File: src/hw/amss_pkg.sv
// Constants shared by the analog monitor select and scale block
package amss_pkg;
	// Register byte addresses
	localparam logic [7:0] ADDR_SEL_ONE    = 8'h00;
	localparam logic [7:0] ADDR_SEL_TWO    = 8'h04;
	localparam logic [7:0] ADDR_OFFS_ONE   = 8'h08;
	localparam logic [7:0] ADDR_OFFS_TWO   = 8'h0c;
	localparam logic [7:0] ADDR_MULT_ONE   = 8'h10;
	localparam logic [7:0] ADDR_MULT_TWO   = 8'h14;
	localparam logic [7:0] ADDR_LAST_CODES = 8'h18;
	localparam logic [7:0] ADDR_STATUS     = 8'h1c;
	localparam int         ADDR_BITS       = 8;

	// Reset values
	localparam logic [15:0] SEL_ONE_RESET = 16'h0002;
	localparam logic [15:0] SEL_TWO_RESET = 16'h0000;
	localparam logic [15:0] OFFS_RESET    = 16'h0000;
	localparam logic [15:0] MULT_RESET    = 16'h0064;

	// Accepted setting range of offset and multiplier
	localparam logic signed [15:0] SET_MAX = 16'sh2710;
	localparam logic signed [15:0] SET_MIN = -16'sh2710;

	// Selection codes
	localparam logic [7:0] SEL_SPEED      = 8'h00;
	localparam logic [7:0] SEL_SPEED_REF  = 8'h01;
	localparam logic [7:0] SEL_TORQUE_REF = 8'h02;
	localparam logic [7:0] SEL_POS_ERR    = 8'h03;
	localparam logic [7:0] SEL_AMP_ERR    = 8'h04;
	localparam logic [7:0] SEL_POS_REF_SP = 8'h05;
	localparam logic [7:0] SEL_RESERVED   = 8'h06;
	localparam logic [7:0] SEL_LOAD_ERR   = 8'h07;
	localparam logic [7:0] SEL_POS_DONE   = 8'h08;
	localparam logic [7:0] SEL_SPEED_FF   = 8'h09;
	localparam logic [7:0] SEL_TORQUE_FF  = 8'h0a;
	localparam logic [7:0] SEL_GAIN_SET   = 8'h0b;
	localparam logic [7:0] SEL_REF_DONE   = 8'h0c;
	localparam logic [7:0] SEL_EXT_SPEED  = 8'h0d;

	// Millivolts per input unit of each signal kind, and fixed millivolt levels for the flags and the gain set
	localparam int MV_PER_RPM      = 1;
	localparam int MV_PER_TORQUE   = 1;
	localparam int MV_PER_REF_UNIT = 50;
	localparam int MV_PER_PULSE    = 50;
	localparam int MV_PER_LOAD_REF = 10;
	localparam int MV_LEVEL_HIGH   = 5000;
	localparam int MV_GAIN_ONE     = 1000;
	localparam int MV_GAIN_TWO     = 2000;

	// Offset step is 0.1 V, expressed in 0.01 mV of the scaled sum
	localparam int OFFS_STEP_CMV = 10000;
	// Sum in 0.01 mV to code: times 983 then shift 15, about 3 codes per mV
	localparam int CODE_GAIN  = 983;
	localparam int CODE_SHIFT = 15;
	localparam logic signed [15:0] CODE_MAX = 16'sh7fff;
	localparam logic signed [15:0] CODE_MIN = -16'sh8000;

	// Output update period
	localparam int CLOCK_MHZ      = 200;
	localparam int UPDATE_NS      = 1000;
	localparam int UPDATE_CYCLES  = UPDATE_NS * CLOCK_MHZ / 1000;

	// Bus responses
	localparam logic [1:0] RESP_OKAY   = 2'b00;
	localparam logic [1:0] RESP_SLVERR = 2'b10;
endpackage : amss_pkg

File: src/hw/amss_monitor.sv
// Analog monitor select and scale block with its sample FIFO
//
// Our own choices: the AXI4-Lite slave port and the address map.
`timescale 1ns/100ps
`default_nettype none

////////////////////////////////////////////////////////////////////////////////
module amss_fifo #(
	parameter int WIDTH = 32,
	parameter int DEPTH = 8
) (
	input  wire logic             ref_clk,
	input  wire logic             reset_n,
	input  wire logic             inValid,
	output logic                  inReady,
	input  wire logic [WIDTH-1:0] inData,
	output logic                  outValid,
	input  wire logic             outReady,
	output logic      [WIDTH-1:0] outData,
	output logic [$clog2(DEPTH):0] level
);
	localparam int PW = $clog2(DEPTH);
	logic [WIDTH-1:0] mem [DEPTH];
	logic [PW:0]      wrPtr;
	logic [PW:0]      rdPtr;
	logic             pushing;
	logic             popping;

	assign level    = wrPtr - rdPtr;
	assign inReady  = (level != (PW+1)'(DEPTH));
	assign outValid = (wrPtr != rdPtr);
	assign outData  = mem[rdPtr[PW-1:0]];
	assign pushing  = inValid && inReady;
	assign popping  = outValid && outReady;

	always_ff @(posedge ref_clk) begin
		if (pushing) begin
			mem[wrPtr[PW-1:0]] <= inData;
		end
	end

	always_ff @(posedge ref_clk or negedge reset_n) begin
		if (!reset_n) begin
			wrPtr <= '0;
		end else if (pushing) begin
			wrPtr <= wrPtr + 1'b1;
		end
	end

	always_ff @(posedge ref_clk or negedge reset_n) begin
		if (!reset_n) begin
			rdPtr <= '0;
		end else if (popping) begin
			rdPtr <= rdPtr + 1'b1;
		end
	end
endmodule : amss_fifo

////////////////////////////////////////////////////////////////////////////////
module amss_monitor #(
	parameter int FIFO_DEPTH    = 8,
	parameter int UPDATE_CYCLES = amss_pkg::UPDATE_CYCLES
) (
	input  wire logic               ref_clk,
	input  wire logic               reset_n,
	// AXI4-Lite slave
	input  wire logic [7:0]         s_axi_awaddr,
	input  wire logic               s_axi_awvalid,
	output logic                    s_axi_awready,
	input  wire logic [31:0]        s_axi_wdata,
	input  wire logic [3:0]         s_axi_wstrb,
	input  wire logic               s_axi_wvalid,
	output logic                    s_axi_wready,
	output logic [1:0]              s_axi_bresp,
	output logic                    s_axi_bvalid,
	input  wire logic               s_axi_bready,
	input  wire logic [7:0]         s_axi_araddr,
	input  wire logic               s_axi_arvalid,
	output logic                    s_axi_arready,
	output logic [31:0]             s_axi_rdata,
	output logic [1:0]              s_axi_rresp,
	output logic                    s_axi_rvalid,
	input  wire logic               s_axi_rready,
	// Monitored drive signals, same clock
	input  wire logic signed [15:0] motorSpeed,
	input  wire logic signed [15:0] speedRef,
	input  wire logic signed [15:0] torqueRef,
	input  wire logic signed [15:0] positionError,
	input  wire logic signed [15:0] positionAmpError,
	input  wire logic signed [15:0] positionRefSpeed,
	input  wire logic signed [15:0] loadPositionError,
	input  wire logic signed [15:0] speedFeedforward,
	input  wire logic signed [15:0] torqueFeedforward,
	input  wire logic signed [15:0] externalSpeed,
	input  wire logic               positioningDone,
	input  wire logic               referenceDone,
	input  wire logic               secondGainActive,
	input  wire logic               positionControl,
	input  wire logic               fullyClosedLoop,
	// Output converter: code one in [15:0], code two in [31:16]
	output logic                    dacValid,
	input  wire logic               dacReady,
	output logic [31:0]             dacCodes
);
	localparam int CH = 2;

	logic [15:0]        selReg  [CH];
	logic signed [15:0] offsReg [CH];
	logic signed [15:0] multReg [CH];
	logic signed [15:0] code    [CH];
	logic [31:0]        lastCodes;
	logic [31:0]        updateCount;
	logic               samplePending;
	logic               fifoInReady;
	logic [$clog2(FIFO_DEPTH):0] fifoLevel;

	////////////////////////////////////////////////////////////////////////////
	// Register bus: address and data taken in either order
	logic        awHeld;
	logic        wHeld;
	logic [7:0]  awAddr;
	logic [31:0] wData;
	logic [3:0]  wStrb;
	logic        doWrite;
	logic        wrMapped;

	assign s_axi_awready = !awHeld && !s_axi_bvalid;
	assign s_axi_wready  = !wHeld && !s_axi_bvalid;
	assign doWrite       = awHeld && wHeld && !s_axi_bvalid;
	assign wrMapped      = (awAddr <= amss_pkg::ADDR_MULT_TWO) &&
	                       (awAddr[1:0] == 2'b00);

	always_ff @(posedge ref_clk or negedge reset_n) begin
		if (!reset_n) begin
			awHeld <= 1'b0;
			awAddr <= '0;
		end else if (s_axi_awvalid && s_axi_awready) begin
			awHeld <= 1'b1;
			awAddr <= s_axi_awaddr;
		end else if (doWrite) begin
			awHeld <= 1'b0;
		end
	end

	always_ff @(posedge ref_clk or negedge reset_n) begin
		if (!reset_n) begin
			wHeld <= 1'b0;
			wData <= '0;
			wStrb <= '0;
		end else if (s_axi_wvalid && s_axi_wready) begin
			wHeld <= 1'b1;
			wData <= s_axi_wdata;
			wStrb <= s_axi_wstrb;
		end else if (doWrite) begin
			wHeld <= 1'b0;
		end
	end

	always_ff @(posedge ref_clk or negedge reset_n) begin
		if (!reset_n) begin
			s_axi_bvalid <= 1'b0;
			s_axi_bresp  <= amss_pkg::RESP_OKAY;
		end else if (doWrite) begin
			s_axi_bvalid <= 1'b1;
			s_axi_bresp  <= wrMapped ? amss_pkg::RESP_OKAY
			                         : amss_pkg::RESP_SLVERR;
		end else if (s_axi_bready) begin
			s_axi_bvalid <= 1'b0;
		end
	end

	// Byte lanes merged into a 16-bit setting
	function automatic logic [15:0] merge(input logic [15:0] old,
	                                      input logic [31:0] data,
	                                      input logic [3:0]  strb);
		logic [15:0] v;
		v = old;
		if (strb[0]) begin
			v[7:0] = data[7:0];
		end
		if (strb[1]) begin
			v[15:8] = data[15:8];
		end
		return v;
	endfunction : merge

	// Out-of-range settings are held at the nearest limit
	function automatic logic signed [15:0] clampSet(input logic [15:0] v);
		logic signed [15:0] s;
		s = signed'(v);
		if (s > amss_pkg::SET_MAX) begin
			return amss_pkg::SET_MAX;
		end
		if (s < amss_pkg::SET_MIN) begin
			return amss_pkg::SET_MIN;
		end
		return s;
	endfunction : clampSet

	////////////////////////////////////////////////////////////////////////////
	// Per-channel settings and scaling
	genvar g;
	generate
		for (g = 0; g < CH; g++) begin : gChan
			localparam logic [7:0] A_SEL  = g ? amss_pkg::ADDR_SEL_TWO
			                                  : amss_pkg::ADDR_SEL_ONE;
			localparam logic [7:0] A_OFFS = g ? amss_pkg::ADDR_OFFS_TWO
			                                  : amss_pkg::ADDR_OFFS_ONE;
			localparam logic [7:0] A_MULT = g ? amss_pkg::ADDR_MULT_TWO
			                                  : amss_pkg::ADDR_MULT_ONE;
			localparam logic [15:0] SEL_INIT = g ? amss_pkg::SEL_TWO_RESET
			                                     : amss_pkg::SEL_ONE_RESET;
			logic signed [31:0] signalMv;
			logic signed [47:0] sum;
			logic signed [63:0] scaled;
			logic signed [47:0] shifted;

			// Own selection per channel, with its reset choice
			always_ff @(posedge ref_clk or negedge reset_n) begin
				if (!reset_n) begin
					selReg[g] <= SEL_INIT;
				end else if (doWrite && awAddr == A_SEL) begin
					selReg[g] <= merge(selReg[g], wData, wStrb);
				end
			end

			// Own offset and multiplier per channel
			always_ff @(posedge ref_clk or negedge reset_n) begin
				if (!reset_n) begin
					offsReg[g] <= signed'(amss_pkg::OFFS_RESET);
					multReg[g] <= signed'(amss_pkg::MULT_RESET);
				end else if (doWrite && awAddr == A_OFFS) begin
					offsReg[g] <= clampSet(merge(offsReg[g], wData, wStrb));
				end else if (doWrite && awAddr == A_MULT) begin
					multReg[g] <= clampSet(merge(multReg[g], wData, wStrb));
				end
			end

			// Selected signal in millivolts; unknown and reserved codes give 0 V
			// Signed zero keeps gated products signed, so negatives stay negative
			always_comb begin
				signalMv = '0;
				case (selReg[g][7:0])
					amss_pkg::SEL_SPEED:
						signalMv = motorSpeed * amss_pkg::MV_PER_RPM;
					amss_pkg::SEL_SPEED_REF:
						signalMv = speedRef * amss_pkg::MV_PER_RPM;
					amss_pkg::SEL_TORQUE_REF:
						signalMv = torqueRef * amss_pkg::MV_PER_TORQUE;
					amss_pkg::SEL_POS_ERR:
						signalMv = positionControl ?
							positionError * amss_pkg::MV_PER_REF_UNIT : 32'sh0;
					amss_pkg::SEL_AMP_ERR:
						signalMv = positionAmpError * amss_pkg::MV_PER_PULSE;
					amss_pkg::SEL_POS_REF_SP:
						signalMv = positionRefSpeed * amss_pkg::MV_PER_RPM;
					amss_pkg::SEL_RESERVED:
						signalMv = '0;
					amss_pkg::SEL_LOAD_ERR:
						signalMv = loadPositionError *
							amss_pkg::MV_PER_LOAD_REF;
					amss_pkg::SEL_POS_DONE:
						signalMv = positioningDone ?
							amss_pkg::MV_LEVEL_HIGH : '0;
					amss_pkg::SEL_SPEED_FF:
						signalMv = speedFeedforward * amss_pkg::MV_PER_RPM;
					amss_pkg::SEL_TORQUE_FF:
						signalMv = torqueFeedforward *
							amss_pkg::MV_PER_TORQUE;
					amss_pkg::SEL_GAIN_SET:
						signalMv = secondGainActive ? amss_pkg::MV_GAIN_TWO
						                            : amss_pkg::MV_GAIN_ONE;
					amss_pkg::SEL_REF_DONE:
						signalMv = referenceDone ?
							amss_pkg::MV_LEVEL_HIGH : '0;
					amss_pkg::SEL_EXT_SPEED:
						signalMv = fullyClosedLoop ?
							externalSpeed * amss_pkg::MV_PER_RPM : 32'sh0;
					default:
						signalMv = '0;
				endcase
			end

			// Sum in 0.01 mV, negated, then turned into a code
			always_comb begin
				sum = 48'(signalMv) * 48'(multReg[g]) +
				      48'(offsReg[g]) * 48'(amss_pkg::OFFS_STEP_CMV);
				scaled = -(64'(sum) * 64'(amss_pkg::CODE_GAIN));
				shifted = 48'(scaled >>> amss_pkg::CODE_SHIFT);
				if (shifted > 48'(amss_pkg::CODE_MAX)) begin
					code[g] = amss_pkg::CODE_MAX;
				end else if (shifted < 48'(amss_pkg::CODE_MIN)) begin
					code[g] = amss_pkg::CODE_MIN;
				end else begin
					code[g] = shifted[15:0];
				end
			end
		end
	endgenerate

	////////////////////////////////////////////////////////////////////////////
	// Update pacing; a full FIFO holds the sample until room appears
	always_ff @(posedge ref_clk or negedge reset_n) begin
		if (!reset_n) begin
			updateCount <= '0;
		end else if (updateCount == 32'(UPDATE_CYCLES - 1)) begin
			updateCount <= '0;
		end else begin
			updateCount <= updateCount + 32'h00000001;
		end
	end

	always_ff @(posedge ref_clk or negedge reset_n) begin
		if (!reset_n) begin
			samplePending <= 1'b0;
		end else if (updateCount == 32'(UPDATE_CYCLES - 1)) begin
			samplePending <= 1'b1;
		end else if (fifoInReady) begin
			samplePending <= 1'b0;
		end
	end

	// Codes are taken at the push, so any setting written before it counts
	always_ff @(posedge ref_clk or negedge reset_n) begin
		if (!reset_n) begin
			lastCodes <= '0;
		end else if (samplePending && fifoInReady) begin
			lastCodes <= {code[1], code[0]};
		end
	end

	amss_fifo #(
		.WIDTH (32),
		.DEPTH (FIFO_DEPTH)
	) uFifo (
		.ref_clk  (ref_clk),
		.reset_n  (reset_n),
		.inValid  (samplePending),
		.inReady  (fifoInReady),
		.inData   ({code[1], code[0]}),
		.outValid (dacValid),
		.outReady (dacReady),
		.outData  (dacCodes),
		.level    (fifoLevel)
	);

	////////////////////////////////////////////////////////////////////////////
	// Register reads
	assign s_axi_arready = !s_axi_rvalid;

	always_ff @(posedge ref_clk or negedge reset_n) begin
		if (!reset_n) begin
			s_axi_rvalid <= 1'b0;
			s_axi_rdata  <= '0;
			s_axi_rresp  <= amss_pkg::RESP_OKAY;
		end else if (s_axi_arvalid && s_axi_arready) begin
			s_axi_rvalid <= 1'b1;
			s_axi_rresp  <= amss_pkg::RESP_OKAY;
			case (s_axi_araddr)
				amss_pkg::ADDR_SEL_ONE:    s_axi_rdata <= {16'h0000, selReg[0]};
				amss_pkg::ADDR_SEL_TWO:    s_axi_rdata <= {16'h0000, selReg[1]};
				amss_pkg::ADDR_OFFS_ONE:   s_axi_rdata <= {16'h0000, offsReg[0]};
				amss_pkg::ADDR_OFFS_TWO:   s_axi_rdata <= {16'h0000, offsReg[1]};
				amss_pkg::ADDR_MULT_ONE:   s_axi_rdata <= {16'h0000, multReg[0]};
				amss_pkg::ADDR_MULT_TWO:   s_axi_rdata <= {16'h0000, multReg[1]};
				amss_pkg::ADDR_LAST_CODES: s_axi_rdata <= lastCodes;
				amss_pkg::ADDR_STATUS:
					s_axi_rdata <= {samplePending,
					                31'(fifoLevel)};
				default: begin
					s_axi_rdata <= '0;
					s_axi_rresp <= amss_pkg::RESP_SLVERR;
				end
			endcase
		end else if (s_axi_rready) begin
			s_axi_rvalid <= 1'b0;
		end
	end
endmodule : amss_monitor

`default_nettype wire

File: config.mk
export PLATFORM = sky130hd
export DESIGN_NAME = amss_monitor
export DESIGN_NICKNAME = d
export VERILOG_FILES = /design/src/hw/amss_pkg.sv /design/src/hw/amss_monitor.sv
export SDC_FILE = /design/constraint.sdc
export NUM_CORES = 2
export LEC_CHECK = 0
export ABC_AREA = 1
export BUFFER_PORTS_ARGS = -buffer_cell sky130_fd_sc_hd__clkbuf_2
export CORE_MARGIN = 3
export CORE_UTILIZATION = 23
export CTS_CLUSTER_DIAMETER = 200
export DETAILED_ROUTE_END_ITERATION = 7
export GPL_ROUTABILITY_DRIVEN = 0
export HOLD_SLACK_MARGIN = 0.02
export PLACE_DENSITY_LB_ADDON = 0.25
export SETUP_SLACK_MARGIN = 0.02
export SYNTH_ARGS = -nofsm -noshare
export SYNTH_HDL_FRONTEND = slang
export SYNTH_SLANG_ARGS = --single-unit
File: constraint.sdc
create_clock -name ref_clk -period 19.8 [get_ports ref_clk]
set_clock_uncertainty 0.05 [all_clocks]
set_input_delay 0.99 -clock ref_clk [delete_from_list [all_inputs] [get_ports ref_clk]]
set_output_delay 0.99 -clock ref_clk [all_outputs]
set_load 0.005 [all_outputs]
==> reports/metrics.yaml <==
placed_cell_area_um2: 97600
drc: 0
relSlewSlack_pct: 9.18
required_ps: 20280
max_freq_ghz: 0.0563
clock_path_buffers: 3
maxCapViolCount: 0
synth_top_area_cell: "fa_1"
synth_edf_count: 256
n_fill_cell: 42951
final_nets: 13956
die_height_um: 631
synth_top_flop_cell: "edfxtp_1"
insertion_delay_ps: 640
crit_path_end_kind: "register"
area_growth_pct: 10.6
cts_setup_buffers: 0
coreArea_um2: 387000
clk_pin_slew_worst_paths_ps: 80
synth_area_um2: 89700
crit_top_cell: "nand2_1"
ctsHtreeMaxLevel: 2
ys_top_cells_by_area: "fa_1 (30%), ha_1 (13%), inv_1 (12%)"
grt_pass1_wl_um: 484000
viasPerCell: 4.41
final_area_um2: 99200
dp_slack_ps: 1780
first_global_vias: 75539
synth.area.mux_share_pct: 0.0753
final_hold_viol_count: 0
synth_commonest_cells: "inv_1 (2839), nand2_1 (1960), fa_1 (1358)"
finalWorstPathRequiredPeriod_ps: 17750
worstHoldPathType: "reg -> reg"
grt_antenna_before_repair: 10
syn_avg_cell_area_um2: 8.00
wl_per_cell_um: 19.1
ys_seq_area_share_pct: 15.1
drtAntennaViolNets: 0
drive_gt1_share_pct: 5.43
rsz0062_at_grt: "false"
grt_overflow: 0
clock_sinks: 489
portBuffers: 278
num_rows: 228
yosys.cell_types.count: 77
drtPass1Iterations: 6
dr.first_iter.drc_count: 5057
synth-simple-area-share_pct: 16.5
crit_type: "reg -> reg"
setup_ws_ps: 2050
numCtsBuffers: 43
crit_path_start_kind: "register"
setup_viol: 0
setup_tns_ps: 0
async_flop_share_pct: 47.6
synth_top_family_by_area: "adder cells"
synth_xor_area_share_pct: 2.78
synth.top_cell.area_share_pct: 30.3
synth.most_common_cell: "inv_1"
worstPathMaxFanout: 15
vias: 73375
synth_compound_area_share_pct: 8.81
initial_utilization_pct: 23.2
cts_tree: "done"
ioPinCount: 299
status: "complete, no violations"
fin_cells: 16643
worst_path_largest_cell_delay_ps: 990
syn-instance-count: 11211
ys_warn_count: 0
dp.cells: 16553
grt_start_max_net_pins: 119
cts_resized: 0
finalMaxSlewViolations: 0
period_share_pct: 89.7
ctsHoldBuffers: 0
track_usage_pct: 15.9
crit_arrival_ps: 18240
synthAdderAreaFrac_pct: 43.6
cts_root_buffer: "clkbuf_16"
hpwl_um: 271000
synth_seq_cells: 489
die_area_um2: 398000
tightestPinTransition_ps: 1350
cp_slowest_cell: "xor2_1"
wirelength_um: 318000
die_w_um: 631
[critical path, delay by kind of cell, from the launching register on]
family,cells,cell delay [ps]
flops,1,600
simple gates,30,5000
compound gates,10,2580
fa+ha+maj,18,7570
xor+xnor,1,990
buf+inv,13,890
[layer usage]
layer | wire [um] | part of all wire (%) | vias up | global-route usage, %
li1 | - | - | 34826 | -
met1 | 145000 | 46 | 36302 | 22.0
met2 | 145000 | 46 | 1873 | 25.9
met3 | 14900 | 4.7 | 374 | 1.36
met4 | 13200 | 4.1 | 0 | 5.39
met5 | 0 | 0 | - | 0
[cell type report]
type	instances	area (um2)	area share, %
inverters	2891	10900	11.0
diodes	11	27.5	0.0278
multi-input cells	7604	64500	65.0
repair buffers	394	2270	2.29
flip-flops and latches	489	13500	13.6
clock buffers	62	1220	1.23
clock inverters	17	280	0.283
well taps	5175	6470	6.53
[kinds of logic (layout without fill, tap and decap cells)]
group                    after synthesis  in the layout
adder cells (fa/ha/maj)             2308           2308
flip-flops                           489            489
AND/OR/NAND/NOR                     3626           3626
AO/OA/AOI/OAI                       1382           1382
multiplexers                           6              6
other                                  2             15
XOR/XNOR                             278            278
buffers and inverters               3120           3364
[placed cells by master, fill, tap and decap left out, drive strengths merged, types with 19 or more instances in the layout]
master / synthesis / final
a21o: 19 / 19
a221oi: 52 / 52
nor4: 43 / 43
or2: 22 / 22
clkbuf: 192 / 339
a22oi: 19 / 19
edfxtp: 256 / 256
buf: 36 / 117
a21oi: 497 / 497
o21bai: 29 / 29
nand2: 1999 / 1999
nand4: 88 / 88
dfrtp: 226 / 226
nand3: 267 / 267
o22ai: 99 / 99
ha: 950 / 950
inv: 2867 / 2868
o21ai: 485 / 485
nand3b: 23 / 23
nor2: 1093 / 1093
a31oi: 50 / 50
fa: 1358 / 1358
xor2: 192 / 192
nor3: 72 / 72
xnor2: 86 / 86
clkinv: 24 / 33
[registers in the layout, summed over array words and instances, names as in the netlist, 4 cells and up]
signal	flops
wData	16
uFifo.wrPtr	4
uFifo.rdPtr	4
uFifo.mem	256
lastCodes	32
awAddr	8
offsReg	32
updateCount	32
s_axi_rdata	32
selReg	32
multReg	32
[stage by stage]
step | utilization, % | hold WS [ps]
2_1_floorplan | - | 383
3_3_place_gp | 25.2 | 407
3_5_place_dp | 25.2 | 416
4_1_cts | 25.6 | 426
5_1_grt | 25.6 | 444
6_report | 25.6 | 420
[worst paths after layout]
path	startpoint	end	slack (ps)	depth (start not counted)
min in group asynchronous	reset_n	s_axi_rdata[4]	460	1
max in group asynchronous	reset_n	updateCount[4]	17770	2
min	updateCount[0]	updateCount[0]	420	1
max reg2reg	offsReg[3]	lastCodes[19]	2050	72
min reg2reg	updateCount[0]	updateCount[0]	420	1
max	offsReg[3]	lastCodes[19]	2050	72
Power is left out: the tool's default activity adds up to more than one toggle a clock period on the data nets, which glitch-free logic cannot reach.
